`src/hw/rgs_pkg.sv`:
```
// Constants for the regulator enable sequencer: register map, fields, reset values, warm-up counts.
// Assumes a 25 MHz system clock and a plain one-cycle register port.
// Behaviour
// - On enable the NVM supply trickle-charges, then drives full current after 200 us.
// - With an external 1.8 V source selected, the NVM supply enable is ignored.
// - With the buck already on the NVM regulator is bypassed but still needs its enable and 200 us.
// - The analog current select resets to code 1, meaning 20 mA.
// - An analog supply ready flag shows when the enabled analog regulators are fully on.
// - Enabling the analog regulators moves the radio into its run state.
// - Writing one to the NVM supply enable turns it on, zero turns it off; it resets to zero.
package rgs_pkg;
    // ==========================================================
    // Register map
    localparam logic [7:0] REG_CONTROL = 8'h48;
    localparam logic [7:0] REG_STATUS = 8'h4c;
    localparam logic [7:0] REG_IRQ_STATUS = 8'h50;
    localparam logic [7:0] REG_IRQ_MASK = 8'h54;
    localparam logic [7:0] REG_POWER_SOURCE = 8'h58;
    // ==========================================================
    // Control fields
    localparam int BUCK_EN_BIT = 0;
    localparam int NVM_EN_BIT = 7;
    localparam int ANA_EN_LSB = 3;
    localparam int ANA_SEL_LSB = 5;
    localparam int BUCK_DIV_LSB = 8;
    localparam logic [31:0] CONTROL_WMASK = 32'h00001fff;
    localparam logic [31:0] CONTROL_RESET = 32'h00000f20;
    localparam logic [1:0] ANA_SEL_RESET = 2'h1;
    localparam logic [1:0] ANA_EN_RESET = 2'h0;
    localparam logic [1:0] PWR_EXT_1P8 = 2'h2;
    localparam logic [1:0] PWR_SRC_RESET = 2'h0;
    // Status and interrupt bits.
    localparam int ST_NVM_RDY = 0;
    localparam int ST_ANA_RDY = 1;
    localparam int ST_RADIO_RUN = 2;
    localparam logic [2:0] IRQ_MASK_RESET = 3'h0;
    // ==========================================================
    // Timing
    localparam int CLOCK_HZ = 25000000;
    localparam int NVM_WARM_US = 200;
    localparam int NVM_WARM_CYC = NVM_WARM_US * (CLOCK_HZ / 1000000);
    localparam int ANA_WARM_US = 100;
    localparam int ANA_WARM_CYC = ANA_WARM_US * (CLOCK_HZ / 1000000);
    localparam int CNT_W = 16;
    typedef enum logic [1:0] {
        SUP_OFF = 2'b00,
        SUP_CHARGE = 2'b01,
        SUP_READY = 2'b10
    } rgs_sup_t;
endpackage

```
`src/hw/rgs_sequencer.sv`:
```
// Regulator enable sequencer: control register, supply warm-up, status and interrupt.
// Assumes a single 25 MHz clock and a register master that never waits.
//
// The implementer's own choices: the placing of the registers and the plain strobed port.
`timescale 1ns/10ps
`default_nettype none
module rgs_sequencer (
    // System
    input wire logic clock,
    input wire logic rstn,
    // Register port
    input wire logic [7:0] regAddr,
    input wire logic [31:0] regWdata,
    input wire logic regWrite,
    input wire logic regRead,
    output logic [31:0] regRdata,
    // Regulator and radio controls
    output logic nvmSupplyOn,
    output logic nvmFullDrive,
    output logic [1:0] analogSupplyEnable,
    output logic [1:0] analogSupplyCurrentSelect,
    output logic radioRun,
    output logic irq
);
    // ==========================================================
    // Registers
    logic [31:0] control_r;
    logic [1:0] powerSource_r;
    logic [2:0] irqStatus_r;
    logic [2:0] irqMask_r;
    logic [31:0] regRdata_r;
    logic nvmRdyD_r;
    logic anaRdyD_r;
    logic runD_r;
    logic irq_r;
    logic nvmReady;
    logic anaReady;
    logic nvmCharging;
    logic nvmEnEff;
    logic anaEnAny;
    logic [2:0] statusNow;
    logic [2:0] events;

    // The external 1.8 V source removes the regulator from the path entirely.
    assign nvmEnEff = control_r[rgs_pkg::NVM_EN_BIT] && (powerSource_r != rgs_pkg::PWR_EXT_1P8);
    assign anaEnAny = |control_r[rgs_pkg::ANA_EN_LSB +: 2];

    // ==========================================================
    // Control register
    always_ff @(posedge clock or negedge rstn) begin
        if (!rstn) begin
            control_r <= rgs_pkg::CONTROL_RESET;
        end else if (regWrite && regAddr == rgs_pkg::REG_CONTROL) begin
            control_r <= regWdata & rgs_pkg::CONTROL_WMASK;
        end
    end

    always_ff @(posedge clock or negedge rstn) begin
        if (!rstn) begin
            powerSource_r <= rgs_pkg::PWR_SRC_RESET;
        end else if (regWrite && regAddr == rgs_pkg::REG_POWER_SOURCE) begin
            powerSource_r <= regWdata[1:0];
        end
    end

    always_ff @(posedge clock or negedge rstn) begin
        if (!rstn) begin
            irqMask_r <= rgs_pkg::IRQ_MASK_RESET;
        end else if (regWrite && regAddr == rgs_pkg::REG_IRQ_MASK) begin
            irqMask_r <= regWdata[2:0];
        end
    end

    // ==========================================================
    // Warm-up timers
    // With the buck on the regulator is bypassed, but the capacitor still needs the same time.
    rgs_warmup #(.CYCLES(rgs_pkg::NVM_WARM_CYC)) nvmTimer (
        .clock(clock),
        .rstn(rstn),
        .enable(nvmEnEff),
        .ready(nvmReady),
        .charging(nvmCharging)
    );

    rgs_warmup #(.CYCLES(rgs_pkg::ANA_WARM_CYC)) anaTimer (
        .clock(clock),
        .rstn(rstn),
        .enable(anaEnAny),
        .ready(anaReady),
        .charging()
    );

    // ==========================================================
    // Outputs
    always_ff @(posedge clock or negedge rstn) begin
        if (!rstn) begin
            nvmSupplyOn <= 1'b0;
            nvmFullDrive <= 1'b0;
            analogSupplyEnable <= rgs_pkg::ANA_EN_RESET;
            analogSupplyCurrentSelect <= rgs_pkg::ANA_SEL_RESET;
            radioRun <= 1'b0;
        end else begin
            // The buck bypasses the regulator, so only the capacitor is charged then.
            nvmSupplyOn <= nvmEnEff && !control_r[rgs_pkg::BUCK_EN_BIT];
            nvmFullDrive <= nvmReady && !control_r[rgs_pkg::BUCK_EN_BIT];
            analogSupplyEnable <= control_r[rgs_pkg::ANA_EN_LSB +: 2];
            analogSupplyCurrentSelect <= control_r[rgs_pkg::ANA_SEL_LSB +: 2];
            radioRun <= anaEnAny;
        end
    end

    assign statusNow = {radioRun, anaReady, nvmReady};

    // ==========================================================
    // Interrupts: rising ready or run edges are sticky until the interrupt status register is read.
    always_ff @(posedge clock or negedge rstn) begin
        if (!rstn) begin
            nvmRdyD_r <= 1'b0;
            anaRdyD_r <= 1'b0;
            runD_r <= 1'b0;
        end else begin
            nvmRdyD_r <= nvmReady;
            anaRdyD_r <= anaReady;
            runD_r <= radioRun;
        end
    end

    assign events = {radioRun & ~runD_r, anaReady & ~anaRdyD_r, nvmReady & ~nvmRdyD_r};

    always_ff @(posedge clock or negedge rstn) begin
        if (!rstn) begin
            irqStatus_r <= 3'h0;
        end else if (regRead && regAddr == rgs_pkg::REG_IRQ_STATUS) begin
            irqStatus_r <= events;
        end else begin
            irqStatus_r <= irqStatus_r | events;
        end
    end

    always_ff @(posedge clock or negedge rstn) begin
        if (!rstn) begin
            irq_r <= 1'b0;
        end else begin
            irq_r <= |((irqStatus_r | events) & irqMask_r);
        end
    end
    assign irq = irq_r;

    // ==========================================================
    // Read port
    always_ff @(posedge clock or negedge rstn) begin
        if (!rstn) begin
            regRdata_r <= 32'h0;
        end else if (regRead) begin
            if (regAddr == rgs_pkg::REG_CONTROL) begin
                regRdata_r <= control_r;
            end else if (regAddr == rgs_pkg::REG_STATUS) begin
                regRdata_r <= {29'h0, statusNow};
            end else if (regAddr == rgs_pkg::REG_IRQ_STATUS) begin
                regRdata_r <= {29'h0, irqStatus_r};
            end else if (regAddr == rgs_pkg::REG_IRQ_MASK) begin
                regRdata_r <= {29'h0, irqMask_r};
            end else if (regAddr == rgs_pkg::REG_POWER_SOURCE) begin
                regRdata_r <= {30'h0, powerSource_r};
            end else begin
                regRdata_r <= 32'h0;
            end
        end else begin
            regRdata_r <= 32'h0;
        end
    end
    assign regRdata = regRdata_r;

    // ==========================================================
    // Checks
    localparam int NVM_CYC = rgs_pkg::NVM_WARM_CYC;
    logic [15:0] nvmOnCnt_r;
    always_ff @(posedge clock or negedge rstn) begin
        if (!rstn) begin
            nvmOnCnt_r <= 16'h0;
        end else if (!nvmEnEff) begin
            nvmOnCnt_r <= 16'h0;
        end else if (nvmOnCnt_r != 16'hffff) begin
            nvmOnCnt_r <= nvmOnCnt_r + 16'h1;
        end
    end

    a_nvm_ready_time: assert property (@(posedge clock) disable iff (!rstn)
        nvmReady |-> nvmOnCnt_r >= 16'(NVM_CYC)) else $error("NVM ready before warm-up");
    a_nvm_ready_due: assert property (@(posedge clock) disable iff (!rstn)
        (nvmEnEff && nvmOnCnt_r == 16'(NVM_CYC + 1)) |-> nvmReady) else $error("NVM ready late");
    a_ext_ignore: assert property (@(posedge clock) disable iff (!rstn)
        powerSource_r == rgs_pkg::PWR_EXT_1P8 |-> ##1 !nvmSupplyOn) else $error("NVM on with external source");
    a_buck_bypass: assert property (@(posedge clock) disable iff (!rstn)
        control_r[rgs_pkg::BUCK_EN_BIT] |-> ##1 !nvmFullDrive) else $error("Full drive while bypassed");
    a_sel_reset: assert property (@(posedge clock)
        $rose(rstn) |-> analogSupplyCurrentSelect == rgs_pkg::ANA_SEL_RESET) else $error("Select reset wrong");
    a_ana_ready_low: assert property (@(posedge clock) disable iff (!rstn)
        !anaEnAny |-> ##1 !anaReady) else $error("Analog ready while off");
    a_radio_run: assert property (@(posedge clock) disable iff (!rstn)
        anaEnAny |-> ##1 radioRun) else $error("Radio not running");
    a_enable_write: assert property (@(posedge clock) disable iff (!rstn)
        (regWrite && regAddr == rgs_pkg::REG_CONTROL) |=> control_r[7] == $past(regWdata[7])) else $error("Enable write");
    a_ready_clear: assert property (@(posedge clock) disable iff (!rstn)
        $fell(nvmEnEff) |-> ##1 !nvmReady) else $error("NVM ready not cleared");
    c_nvm_ready: cover property (@(posedge clock) disable iff (!rstn) $rose(nvmReady));
    c_ana_ready: cover property (@(posedge clock) disable iff (!rstn) $rose(anaReady));
    c_irq: cover property (@(posedge clock) disable iff (!rstn) $rose(irq));
    c_charging: cover property (@(posedge clock) disable iff (!rstn) nvmCharging && control_r[0]);
endmodule
`default_nettype wire

```
`src/hw/rgs_warmup.sv`:
```
// One supply warm-up timer: counts cycles from enable to ready.
// Assumes enable is a synchronous level from the same clock.
`timescale 1ns/10ps
`default_nettype none
module rgs_warmup #(
    parameter int unsigned CYCLES = 5000
) (
    // System
    input wire logic clock,
    input wire logic rstn,
    // Control
    input wire logic enable,
    output logic ready,
    output logic charging
);
    // ==========================================================
    // Warm-up state machine
    localparam int CNT_W = rgs_pkg::CNT_W;
    rgs_pkg::rgs_sup_t state_r;
    logic [rgs_pkg::CNT_W-1:0] count_r;

    always_ff @(posedge clock or negedge rstn) begin
        if (!rstn) begin
            state_r <= rgs_pkg::SUP_OFF;
            count_r <= '0;
        end else if (!enable) begin
            state_r <= rgs_pkg::SUP_OFF;
            count_r <= '0;
        end else begin
            case (state_r)
                rgs_pkg::SUP_OFF: begin
                    state_r <= rgs_pkg::SUP_CHARGE;
                    count_r <= '0;
                end
                rgs_pkg::SUP_CHARGE: begin
                    if (count_r == CNT_W'(CYCLES - 2)) begin
                        state_r <= rgs_pkg::SUP_READY;
                    end
                    count_r <= count_r + 1'b1;
                end
                default: state_r <= rgs_pkg::SUP_READY;
            endcase
        end
    end

    assign ready = (state_r == rgs_pkg::SUP_READY);
    assign charging = (state_r == rgs_pkg::SUP_CHARGE);
endmodule
`default_nettype wire

```
`config.mk`:
```
export PLATFORM = sky130hd
export DESIGN_NAME = rgs_sequencer
export DESIGN_NICKNAME = d
export VERILOG_FILES = /design/src/hw/rgs_pkg.sv /design/src/hw/rgs_sequencer.sv /design/src/hw/rgs_warmup.sv
export SDC_FILE = /design/constraint.sdc
export NUM_CORES = 1
export LEC_CHECK = 0
export BUFFER_PORTS_ARGS = -buffer_cell sky130_fd_sc_hd__clkbuf_2
export CAP_MARGIN = 10
export CORE_MARGIN = 2
export CORE_UTILIZATION = 40
export DETAILED_ROUTE_END_ITERATION = 6
export GPL_TIMING_DRIVEN = 0
export PLACE_DENSITY = 0.7
export SLEW_MARGIN = 10
export SYNTH_ARGS = -nofsm -noshare
export SYNTH_HDL_FRONTEND = slang
export SYNTH_SLANG_ARGS = --single-unit
```
`constraint.sdc`:
```
create_clock -name clock -period 2.3 [get_ports clock]
set_input_delay 0.345 -clock clock [delete_from_list [all_inputs] [get_ports clock]]
set_output_delay 0.345 -clock clock [all_outputs]
set_load 0.05 [all_outputs]
```
# Yosys cells after proc, flatten, opt, wreduce, memory -nomap -nowiden
# Index checks and enable logic that the tools add are counted.
dict set report word_totals {
  ff_bits 100
}
dict set report op_classes {
  addsub 2
  eq_ne 16
  muxes 17
  n_bitwise 8
  reduce_logical 12
}
# cell count
set op_table {}
lappend op_table {{2-to-1 mux 32 bit} 2}
lappend op_table {{one-hot mux 16 bit (2 select lines)} 2}
lappend op_table {{== test 8 x 7 -> 1 bit (second input constant)} 5}
lappend op_table {{adder 16 x 1 -> 16 bit (second input constant)} 2}
lappend op_table {{2-to-1 mux 16 bit} 2}
lappend op_table {{== test 16 x 12 -> 1 bit (second input constant)} 1}
lappend op_table {{== test 16 x 13 -> 1 bit (second input constant)} 1}
lappend op_table {{2-to-1 mux 3 bit} 4}
lappend op_table {{2-to-1 mux 2 bit} 5}
lappend op_table {{one-hot mux 2 bit (2 select lines)} 2}
lappend op_table {{logical AND 1 bit} 7}
lappend op_table {{!= test 3 x 2 -> 1 bit (second input constant)} 2}
lappend op_table {{== test 2 x 1 -> 1 bit (second input constant)} 2}
lappend op_table {{== test 2 bit (second input constant)} 2}
lappend op_table {{zero test 2 bit} 2}
lappend op_table {{bitwise AND 1 bit} 3}
lappend op_table {{bitwise AND 3 bit} 1}
lappend op_table {{!= test 3 x 1 -> 1 bit (second input constant)} 1}
lappend op_table {{!= test 3 bit (second input constant)} 1}
lappend op_table {{NOT 1 bit} 3}
lappend op_table {{bitwise OR 3 bit} 1}
lappend op_table {{OR reduction 3 bit} 1}
lappend op_table {{!= test 2 bit (second input constant)} 1}
lappend op_table {{OR reduction 2 bit} 1}
lappend op_table {{zero test 1 bit} 1}

# Depth between registers and ports, before layout
# Gate-level depths: netlist of run 1.
dict set report logic_depth {
  ltp_word 7
  mapped_depth 6
}

# Hierarchy
# From an unflattened synthesis of run 1, not the netlist that was laid out.
dict set report hier_totals {
  cells_unflattened 368
  area_unflattened_um2 4037.6
}
# mod n_inst cells_each area_per_inst_um2 seq_area_each_um2
set modules_own_cells {}
lappend modules_own_cells {rgs_sequencer 1 145 1960.6 1133.6}
lappend modules_own_cells {{rgs_warmup at anaTimer} 1 114 1043.5 450.4}
lappend modules_own_cells {{rgs_warmup at nvmTimer} 1 109 1033.5 450.4}

# Least setup slack after synthesis of run 1
# Ideal clock, no wire load.
dict set report synth_timing {
  kind {flip-flop to flip-flop}
  from {reg nvmTimer.count_r[7] in the netlist's numbering}
  to {reg nvmTimer.count_r[15] in the netlist's numbering}
  arrival_ns 1.485
  required_ns 2.173
  path_slack_ns 0.687
  path_stages_with_launch 5
  n_path_buf 0
  period_less_slack_ns 1.613
  path_cell_list {dfrtp_1 -> nand4_1 -> or4_2 -> a211oi_1 -> nor3b_1}
}
dict set report synth_via {
  elab_chain_len 3
}
# item line
set synth_rtl {}
lappend synth_rtl {{start, declared} rgs_warmup.sv:20} ;# logic [rgs_pkg::CNT_W-1:0] count_r;
lappend synth_rtl {{start signal, assigned} rgs_warmup.sv:39} ;# count_r <= count_r + 1'b1;
lappend synth_rtl {{adder 16 x 1 -> 16 bit} rgs_warmup.sv:39}
lappend synth_rtl {{one-hot mux 16 bit (2 select lines)} rgs_warmup.sv:30} ;# case (state_r)
lappend synth_rtl {{2-to-1 mux 16 bit} rgs_warmup.sv:26} ;# end else if (!enable) begin
# Every way passes these cells.
# A chain may end at the register's enable or synchronous reset.

# Final worst setup path of run 1
dict set report layout_timing {
  from {reg control_r[4]}
  to {reg anaTimer.count_r[4] in the netlist's numbering}
}
dict set report layout_via {
  elab_chain_len 2
}
# item line
set layout_rtl {}
lappend layout_rtl {{start, declared} rgs_sequencer.sv:27} ;# logic [31:0] control_r;
lappend layout_rtl {{start signal, assigned} rgs_sequencer.sv:52} ;# control_r <= rgs_pkg::CONTROL_RESET;
lappend layout_rtl {{start signal, assigned} rgs_sequencer.sv:54} ;# control_r <= regWdata & rgs_pkg::CONTROL_WMASK;
lappend layout_rtl {{OR reduction 2 bit *} rgs_sequencer.sv:46} ;# assign anaEnAny = |control_r[rgs_pkg::ANA_EN_LSB +: 2];
lappend layout_rtl {{!= test 3 x 1 -> 1 bit (no source line) / 2-to-1 mux 16 bit (equally long branches)} --}
lappend layout_rtl {{end signal, assigned} rgs_warmup.sv:39}
lappend layout_rtl {{end, declared} rgs_warmup.sv:20}
# Every way passes the cells marked *; elsewhere a longest branch is shown, timed or not.

==> results of run 1 <==
-- routing by layer --
metal | wire (um) | global-route usage | vias up | share of wire
met5 | 0 | 0 | - | 0
met4 | 111 | 0.0544 | 0 | 0.013
met3 | 436 | 0.0431 | 13 | 0.052
met2 | 3880 | 0.249 | 100 | 0.47
met1 | 3890 | 0.229 | 1443 | 0.47
li1 | - | - | 1469 | -
-- Yosys cell counts, types with 4 or more instances --
cell type	instances	area (um^2)
mux2_2	18	203
a21o_1	14	105
and3_1	10	62.6
buf_4	19	143
nand4_1	9	56.3
nand3_1	12	60.1
nand2_1	26	97.6
ha_1	4	50.1
dfrtp_1	75	1880
clkbuf_1	7	26.3
dfstp_2	6	158
inv_1	8	30.0
and2_1	12	75.1
a21oi_1	13	65.1
nand2b_1	4	25.0
nor3_1	11	55.1
a22o_1	4	35.0
nor2b_1	6	37.5
a31oi_1	16	100
nor2_1	23	86.3
o21ai_0	23	115
-- worst register-to-register path: cells and delay by family, from the launching register on --
kind | cells | cell delay [ps]
compound gates | 2 | 320
buf+inv | 1 | 290
flops | 1 | 470
simple gates | 2 | 710
-- final timing paths --
check | startpoint | to | cells after the start
min in group asynchronous | rstn | regRdata[2] | 2
min reg2reg | control_r[5] | analogSupplyCurrentSelect[0] | 0
max | control_r[4] | anaTimer.count_r[4] | 5
min | regWdata[7] | control_r[7] | 2
max reg2reg | control_r[4] | anaTimer.count_r[4] | 5
max in group asynchronous | rstn | control_r[11] | 3
-- power by group through the flow --
| stage | Sequential, uW | Clock (uW) | Combinational (uW) |
|---|---|---|---|
| finish | 1480 | 1190 | 247 |
| global route | 1480 | 1290 | 268 |
| CTS | 1480 | 1220 | 250 |
| detailed placement | 1510 | 0 | 248 |
| global placement | 1510 | 0 | 237 |
| floorplan | 1520 | 0 | 145 |
-- kinds of logic (layout without fill, tap and decap cells) --
| family | Yosys count | count (layout) | share of synthesized area |
|---|---|---|---|
| flops | 81 | 81 | 0.525 |
| simple gates | 136 | 136 | 0.193 |
| fa+ha+maj | 4 | 4 | 0.0129 |
| compound gates | 90 | 90 | 0.152 |
| buf+inv | 38 | 101 | 0.0581 |
| mux | 20 | 20 | 0.0575 |
| other cells | 1 | 19 | 0.000967 |
-- metrics by stage --
| stage | instance area (um^2) | hold slack [ps] | utilization |
|---|---|---|---|
| floorplan | 3940 | 49.4 | - |
| global placement | 4330 | 358 | 0.464 |
| detailed placement | 4360 | 336 | 0.467 |
| CTS | 4600 | 212 | 0.493 |
| global route | 4600 | 210 | 0.493 |
| finish | 4600 | 224 | 0.493 |
-- layout by cell type, fill, tap and decap left out, types with 12 or more instances in the layout --
| cell | count |
|---|---|
| nand2_1 | 26 |
| buf_4 | 19 |
| conb_1 | 19 |
| mux2_2 | 18 |
| and2_1 | 12 |
| a21o_1 | 14 |
| dfrtp_1 | 75 |
| nand3_1 | 12 |
| clkbuf_2 | 44 |
| a21oi_1 | 13 |
| a31oi_1 | 16 |
| nor2_1 | 23 |
| o21ai_0 | 23 |
-- final cells by class --
class	instances	area (um^2)	area share
well taps	129	161	0.0351
repair buffers	47	265	0.0577
clock buffers	12	155	0.0337
plain buffers	30	195	0.0424
flip-flops and latches	81	2030	0.442
inverters	8	30.0	0.00653
clock inverters	4	73.8	0.0161
multi-input cells	269	1680	0.366
-- state kept, by name, indices dropped and copies added, names as in the netlist --
signal                     flops
nvmTimer.count_r              16
nvmRdyD_r                      1
irq                            1
analogSupplyEnable             2
irqStatus_r                    3
irqMask_r                      3
anaTimer.state_r               2
radioRun                       1
powerSource_r                  2
nvmTimer.state_r               2
regRdata                      13
nvmSupplyOn                    1
anaTimer.count_r              16
anaRdyD_r                      1
nvmFullDrive                   1
runD_r                         1
analogSupplyCurrentSelect      2
control_r                     13
==> impl_metrics.py, run 1 <==
metrics = {
    "drt": {
        "avgRoutedWirePerCell_um": 14.3,
        "drc": 0,
        "drtIter0Drc": 176,
        "postRouteWirelength_um": 8320,
        "firstDrtPassIters": 5,
        "post_drt_via_cell_ratio": 5.22,
        "vias": 3025,
        "postRouteAntennaNets": 0,
    },
    "setup_path": {
        "critPathMaxFanout": 10,
        "cp-start-kind": "flop",
        "arrival_ps": 2140,
        "timing.critical_path.buf_inv": 1,
        "crit_chain": "nor2_1, or2_0, buf_2, o21ai_0, a21o_1",
        "crit_type": "flop to flop",
        "cp_slowest_cell": "dfrtp_1",
        "cp-end-kind": "flop",
        "cpPeakStageDelay_ps": 470,
        "crit_family": "simple AND/OR/NAND/NOR gates",
        "r2r_slack_ps": 400,
        "cp.required_ps": 2550,
    },
    "timing": {
        "clock.fmax_ghz": 0.527,
        "tightest_slew_ps": 871,
        "slew_headroom": 0.415,
        "skew_ps": 8.04,
        "setup_violations": 0,
        "setup_tns_ps": 0,
        "fin_crit_sh": 0.825,
        "min_period_ps": 1900,
        "finalWorstSetupSlack_ps": 402,
        "drv_slew": 0,
        "hold_viol": 0,
        "rsz0062_at_grt": "no",
    },
    "synth": {
        "ys_seq_area_frac": 0.525,
        "synthesis.area_um2": 3880,
        "ys_ff_latch": 81,
        "yosys_warnings": 0,
        "async_flop_share": 1.00,
        "ys.flop_type": "dfrtp_1",
        "synth_edf_count": 0,
        "syn-mean-instance-area_um2": 10.5,
        "ys_types": 54,
        "netlist_instances": 370,
    },
    "global_route": {
        "grt_usage": 0.164,
        "grt_pass1_vias": 2851,
        "grt_pass1_wl_um": 13500,
        "grt_overflow": 0,
        "grt_max_degree": 54,
        "antenna_found_initial": 0,
    },
    "cells_and_area": {
        "syn_to_final_growth_pct": 18.7,
        "nFillCells": 850,
        "n_antenna_cell": 0,
        "layout.nets": 494,
        "layout-drive-gt1-share": 0.259,
        "fin_cells": 580,
    },
    "clocking": {
        "ctsHoldBuffers": 1,
        "root_buffer": "clkbuf_8",
        "clk_latency_ps": 350,
        "post-cts-setup-buffers": 0,
        "cts_sinks": 81,
        "cts_tree": "yes",
        "clock_path_buffers": 2,
        "numCtsBuffers": 9,
        "htreeDepth": 3,
        "cts_resized": 0,
        "clk_pin_slew_ps": 80,
    },
    "floorplan": {
        "core-area_um2": 9330,
        "die_width_um": 102,
        "start_util": 0.416,
        "rows": 35,
        "die_area_um2": 10500,
        "pin_count": 84,
        "die_h_um": 102,
    },
    "power_and_ir_drop": {
        "p_clk_frac": 0.408,
        "power_frac_comb": 0.085,
        "p_leak_uw": 0.00229,
        "swShare": 0.243,
        "ir_drop_uv": 448,
        "finalPower_uw": 2920,
        "p_seq_frac": 0.507,
        "p_per_area_nw_per_um2": 634,
        "p_sw_uw": 708,
        "intPower_uw": 2210,
    },
    "placed_design": {
        "post-place-ws_ps": 229,
        "port-buffer-count": 45,
        "gp_congestion": 0.903,
        "place_inst": 563,
        "hpwl_um": 5960,
    },
    "outcome": {
        "outcome": "finished, final reports clean",
    },
    "hold_path": {
        "min_path_type": "input pin to flop",
    },
    "flow_run": {
        "maxCapViolations": 0,
    },
}
Note: power is estimated with default switching activity, not from simulation.
==> run 2: changes to the inputs <==
--- a/config.mk
+++ b/config.mk
@@ -5,13 +5,14 @@
 export SDC_FILE = /design/constraint.sdc
 export NUM_CORES = 1
 export LEC_CHECK = 0
+export ABC_AREA = 1
 export BUFFER_PORTS_ARGS = -buffer_cell sky130_fd_sc_hd__clkbuf_2
 export CAP_MARGIN = 10
 export CORE_MARGIN = 2
 export CORE_UTILIZATION = 40
 export DETAILED_ROUTE_END_ITERATION = 6
 export GPL_TIMING_DRIVEN = 0
-export PLACE_DENSITY = 0.7
+export PLACE_DENSITY = 0.69
 export SLEW_MARGIN = 10
 export SYNTH_ARGS = -nofsm -noshare
 export SYNTH_HDL_FRONTEND = slang
==> constraint.sdc (replaced) <==
create_clock -name clock -period 1.9 [get_ports clock]
set_input_delay 0.285 -clock clock [delete_from_list [all_inputs] [get_ports clock]]
set_output_delay 0.285 -clock clock [all_outputs]
set_load 0.05 [all_outputs]
==> run 2 against run 1 <==
Net effect: clock power up 9%; synthesized cell count up 46%; utilization down 1.3 points; clock-buffer cell count up 1; hold slack worse by 96 ps; sequential share of layout area down 3.0 points; register-to-register slack worse by 40 ps; largest cell class unchanged; largest power group unchanged; highest routed layer unchanged.
==> impl_metrics.py, run 2 <==
metrics = {
    "outcome": {
        "outcome": "finished, final reports clean",
    },
    "global_route": {
        "grt_pass1_vias": 3259,
        "grt_overflow": 0,
        "grt_usage": 0.169,
        "grt_max_degree": 54,
        "antenna_found_initial": 0,
        "grt_pass1_wl_um": 15300,
    },
    "synth": {
        "netlist_instances": 542,
        "ys.flop_type": "dfrtp_1",
        "yosys_warnings": 0,
        "synthesis.area_um2": 4230,
        "yosysMostFrequentCell": "nand2_1",
        "yosysTopAreaCellShare": 0.443,
        "synth_edf_count": 0,
        "ys_types": 32,
        "synth_top_cells_by_count": "nand2_1, dfrtp_1, inv_1",
        "ys_ff_latch": 81,
        "ys_seq_area_frac": 0.481,
        "synth.area.top_cells": "dfrtp_1, nand2_1, inv_1",
        "async_flop_share": 1.00,
        "synth_area_leader_cell": "dfrtp_1",
        "syn-mean-instance-area_um2": 7.81,
    },
    "floorplan": {
        "die_h_um": 107,
        "rows": 37,
        "core-area_um2": 10300,
        "pin_count": 84,
        "die_area_um2": 11400,
        "start_util": 0.412,
        "die_width_um": 107,
    },
    "timing": {
        "clock.fmax_ghz": 0.651,
        "hold_viol": 0,
        "finalWorstSetupSlack_ps": 364,
        "whs_ps": 128,
        "skew_ps": 10.3,
        "setup_violations": 0,
        "min_period_ps": 1540,
        "drv_slew": 0,
        "fin_crit_sh": 0.808,
        "rsz0062_at_grt": "no",
    },
    "placed_design": {
        "post-place-ws_ps": 363,
        "port-buffer-count": 45,
        "hpwl_um": 6660,
        "placed_cell_area_um2": 4730,
        "place_inst": 742,
        "gp_congestion": 0.821,
    },
    "setup_path": {
        "arrival_ps": 1760,
        "worstReg2RegEnd": "anaTimer.count_r[7]",
        "reg2regPathDepth": 6,
        "r2r_slack_ps": 360,
        "critPathMaxFanout": 10,
        "cp-end-kind": "flop",
        "cp-start-kind": "flop",
        "rr_startpoint": "control_r[4]",
        "cp.required_ps": 2130,
        "crit_type": "flop to flop",
    },
    "cells_and_area": {
        "reg.largest.list": "anaTimer.count_r (16), nvmTimer.count_r (16)",
        "stdcell_area_um2": 4930,
        "final_common_cell": "nand2_1",
        "fin_cells": 759,
        "n_antenna_cell": 0,
        "final_cell_mix": "nand2_1, dfrtp_1, inv_1",
        "syn_to_final_growth_pct": 16.6,
        "layout-drive-gt1-share": 0.193,
        "nFillCells": 1022,
        "layout.nets": 666,
        "final_util": 0.480,
    },
    "power_and_ir_drop": {
        "p_per_area_nw_per_um2": 885,
        "ir_drop_uv": 528,
        "p_leak_uw": 0.00260,
    },
    "drt": {
        "postRouteWirelength_um": 9060,
        "drtIter0Drc": 179,
        "vias": 3534,
        "drc": 0,
        "firstDrtPassIters": 4,
        "postRouteAntennaNets": 0,
        "post_drt_via_cell_ratio": 4.66,
        "avgRoutedWirePerCell_um": 11.9,
    },
    "clocking": {
        "numCtsBuffers": 9,
        "htreeDepth": 3,
        "cts_sinks": 81,
        "clk_latency_ps": 350,
        "clock_path_buffers": 2,
        "cts_tree": "yes",
        "clk_pin_slew_ps": 80,
        "root_buffer": "clkbuf_8",
    },
    "flow_run": {
        "maxCapViolations": 0,
    },
    "hold_path": {
        "holdPathEnd": "control_r[11]",
        "hp-start": "regWdata[11]",
        "holdPathStages": 3,
        "min_path_type": "input pin to flop",
    },
}
## run 2: final cells by class
cell class | instances | area [um^2] | area share
Buffer | 26 | 206 | 0.0418
Clock buffer | 13 | 159 | 0.0322
Clock inverter | 3 | 40.0 | 0.00811
Inverter | 76 | 287 | 0.0581
Multi-Input combinational cell | 377 | 1770 | 0.359
Sequential cell | 81 | 2030 | 0.412
Tap cell | 136 | 170 | 0.0345
Timing Repair Buffer | 47 | 265 | 0.0538
## run 2: cell families (layout without fill, tap and decap cells)
kind of cell,Yosys count,count (layout),share of synthesized area
buffers and inverters,102,165,0.116
other,1,19,0.000886
AO/OA/AOI/OAI,69,69,0.0899
XOR/XNOR,3,3,0.00621
flip-flops,81,81,0.481
adder cells (fa/ha/maj),4,4,0.0118
AND/OR/NAND/NOR,282,282,0.294
## run 2: through the flow
stage | TNS (ps) | total power, uW
after floorplan | 0 | 2830
after global placement | -22660 | 3060
after detailed placement | 0 | 3110
after CTS | 0 | 4400
after global routing | 0 | 4630
final | 0 | 4370
## run 2: layer usage
layer | GRT usage | wire (um) | vias to the layer above
met5 | 0 | 0 | -
met4 | 0.0677 | 160 | 0
met3 | 0.0249 | 323 | 14
met2 | 0.265 | 4160 | 73
met1 | 0.236 | 4410 | 1638
li1 | - | - | 1809
## run 2: timing repair
action                                  4_1_cts  5_1_grt
endpoints found under the hold margin        22        0
resized for setup                             0        0
hold buffers                                  1        0
endpoints found under the setup margin        0        0
setup buffers                                 0        0
## run 2: how the worst max path moves through the flow
| stage | slack, ps | cells past startpoint | endpoint | startpoint |
|---|---|---|---|---|
| CTS | 360 | 6 | anaTimer.count_r[7] | control_r[4] |
| global placement | -310 | 1 | anaTimer.count_r[9] | rstn |
| finish | 360 | 6 | anaTimer.count_r[7] | control_r[4] |
| detailed placement | 360 | 6 | anaTimer.count_r[7] | control_r[4] |
| global route | 250 | 6 | anaTimer.count_r[5] | control_r[4] |
| floorplan | 570 | 8 | anaTimer.count_r[12] | anaTimer.count_r[0] |
## run 2: power breakdown
group / switching, uW / internal (uW) / total, uW
Sequential: 184 / 1920 / 2110
Clock: 620 / 677 / 1300
Combinational: 658 / 305 / 964
Total: 1460 / 2900 / 4370
## run 2: worst max-delay path: stages (launching register included)
cell and delay (ps):
dfrtp_1 410, inv_1 120, nand2_2 110, nand2_1 270, clkinv_2 220, o21ai_0 160, a31oi_1 120
==> run 3: changes to the inputs <==
--- a/config.mk
+++ b/config.mk
@@ -12,7 +12,7 @@
 export CORE_UTILIZATION = 40
 export DETAILED_ROUTE_END_ITERATION = 6
 export GPL_TIMING_DRIVEN = 0
-export PLACE_DENSITY = 0.69
+export PLACE_DENSITY = 0.71
 export SLEW_MARGIN = 10
 export SYNTH_ARGS = -nofsm -noshare
 export SYNTH_HDL_FRONTEND = slang
==> constraint.sdc (replaced) <==
create_clock -name clock -period 1.25 [get_ports clock]
set_input_delay 0.1875 -clock clock [delete_from_list [all_inputs] [get_ports clock]]
set_output_delay 0.1875 -clock clock [all_outputs]
set_load 0.05 [all_outputs]
==> run 3 against run 2 <==
Net effect: the run now ends with negative setup slack left; worst setup slack got worse by 550 ps; maximum frequency increased by 6.7%; clock power increased by 80%; register-to-register slack got worse by 550 ps; clock skew decreased by 2.6 ps; critical path depth increased by 1; hold slack got worse by 100 ps; non-clock buffer count increased by 48; sequential power increased by 54%; combinational power increased to 2.7 times the previous value; sequential share of layout area decreased by 6.2 points; total power increased by 88%; critical path type unchanged; critical endpoint is now nvmTimer.count_r[13]; largest cell class is now multi-input gates; largest power group unchanged.
==> impl_metrics.py, run 3 (synthesis gave the netlist of run 2 again) <==
metrics = {
    "outcome": {
        "violations": "negative setup slack",
        "outcome": "finished with violations",
    },
    "cells_and_area": {
        "final_common_cell": "nand2_1",
        "final_cell_mix": "nand2_1, dfrtp_1, inv_1, buf_4, nor2_1",
        "layout-drive-gt1-share": 0.385,
        "layout.nets": 714,
        "syn_to_final_growth_pct": 38.0,
        "n_antenna_cell": 0,
        "nFillCells": 909,
        "fin_cells": 807,
        "reg.largest.list": "anaTimer.count_r (16), nvmTimer.count_r (16)",
    },
    "global_route": {
        "grt_overflow": 0,
        "grt_usage": 0.182,
        "grt_max_degree": 42,
        "grt_pass1_vias": 3617,
        "grt_pass1_wl_um": 16600,
        "antenna_found_initial": 0,
    },
    "timing": {
        "fin_crit_sh": 1.15,
        "min_period_ps": 1440,
        "whs_ps": 25.5,
        "drv_slew": 0,
        "skew_ps": 7.65,
        "finalWorstSetupSlack_ps": -190,
        "hold_viol": 0,
        "clock.fmax_ghz": 0.695,
        "tightest_slew_ps": 569,
        "slew_headroom": 0.621,
        "setup_violations": 24,
        "rsz0062_at_grt": "yes",
    },
    "clocking": {
        "cts_sinks": 81,
        "clk_pin_slew_ps": 90,
        "root_buffer": "clkbuf_8",
        "cts_tree": "yes",
        "clk_latency_ps": 350,
        "numCtsBuffers": 9,
        "clock_path_buffers": 2,
        "htreeDepth": 3,
    },
    "placed_design": {
        "place_inst": 742,
        "hpwl_um": 6770,
        "gp_congestion": 0.882,
        "port-buffer-count": 45,
    },
    "floorplan": {
        "core-area_um2": 10300,
        "die_area_um2": 11400,
        "start_util": 0.412,
        "pin_count": 84,
        "die_h_um": 107,
        "rows": 37,
        "die_width_um": 107,
    },
    "drt": {
        "post_drt_via_cell_ratio": 4.91,
        "firstDrtPassIters": 5,
        "postRouteWirelength_um": 11400,
        "drc": 0,
        "drtIter0Drc": 192,
        "postRouteAntennaNets": 0,
        "avgRoutedWirePerCell_um": 14.1,
        "vias": 3961,
    },
    "power_and_ir_drop": {
        "p_leak_uw": 0.00298,
        "ir_drop_uv": 751,
        "finalPower_uw": 8230,
        "p_per_area_nw_per_um2": 1410,
    },
    "setup_path": {
        "arrival_ps": 1680,
        "critPathMaxFanout": 4,
        "crit_type": "flop to flop",
        "cp-start-kind": "flop",
        "cp.required_ps": 1490,
        "cp-end-kind": "flop",
    },
    "hold_path": {
        "min_path_type": "input pin to flop",
    },
    "flow_run": {
        "maxCapViolations": 0,
    },
}
-- run 3: cell types whose count changed in the layout (fill, tap and decap cells not counted), moves of 9 or more --
cell     before  now
buf_4        23   60
buf_6         3   14
inv_1        72   60
nand2_1     154  133
nand2_2       5   15
nand2_4       1   10
nand3_1      30   19
nor2_1       60   45
nor2_4        5   16
o21ai_0      45   30
-- run 3: cell type report --
type | count | area [um^2] | share of cell area
Tap cell | 136 | 170 | 0.0291
Clock buffer | 10 | 138 | 0.0236
Sequential cell | 81 | 2040 | 0.350
Inverter | 76 | 303 | 0.0518
Multi-Input combinational cell | 377 | 2200 | 0.377
Clock inverter | 6 | 105 | 0.0180
Buffer | 26 | 218 | 0.0373
Timing Repair Buffer | 95 | 661 | 0.113
-- run 3: per-stage QoR --
stage | setup TNS [ps] | util | worst slack [ps] | cell area [um^2]
floorplan | -189 | - | -71.1 | 4310
global placement | -65270 | 0.458 | -811 | 4700
detailed placement | -4540 | 0.460 | -314 | 4730
CTS | -590 | 0.510 | -69.0 | 5240
global route | -3390 | 0.568 | -226 | 5840
finish | -1880 | 0.568 | -190 | 5840
-- run 3: power by group --
part / total, uW / internal, uW / switching (uW)
clock network: 2340 / 1370 / 964
registers: 3240 / 2930 / 309
logic: 2650 / 1100 / 1550
total: 8230 / 5410 / 2820
-- run 3: path summary, 6_finish.rpt --
| kind | depth (start not counted) | from | slack, ps | to |
|---|---|---|---|---|
| setup / recovery | 7 | nvmTimer.count_r[1] | -190 | nvmTimer.count_r[13] |
| hold / removal | 3 | regWdata[11] | 30 | control_r[11] |
| setup reg to reg | 7 | nvmTimer.count_r[1] | -190 | nvmTimer.count_r[13] |
| hold reg to reg | 0 | control_r[5] | 370 | analogSupplyCurrentSelect[0] |
| max in group asynchronous | 3 | rstn | 180 | control_r[9] |
| min in group asynchronous | 2 | rstn | 380 | nvmTimer.count_r[0] |
-- run 3: layer usage --
metal / up-vias / share of wire / GRT usage
met4: 0 / 0.020 / 0.0603
met1: 1896 / 0.42 / 0.238
met2: 134 / 0.51 / 0.302
met3: 20 / 0.058 / 0.0395
met5: - / 0 / 0
li1: 1911 / - / -
-- run 3: repair_timing --
action                     4_1_cts  5_1_grt
buffers inserted                19       29
gates resized for setup         36      118
pin swaps                       16       51
setup endpoints to repair       32       34
hold endpoints to repair        36        0
hold buffers                     1        0
-- run 3: critical path: stages (launching register included) --
cell,delay (ps)
dfrtp_1,440
buf_6,140
nand2_4,50
nor3_4,310
buf_6,160
nand3_1,80
nand4_1,100
nand2_1,60
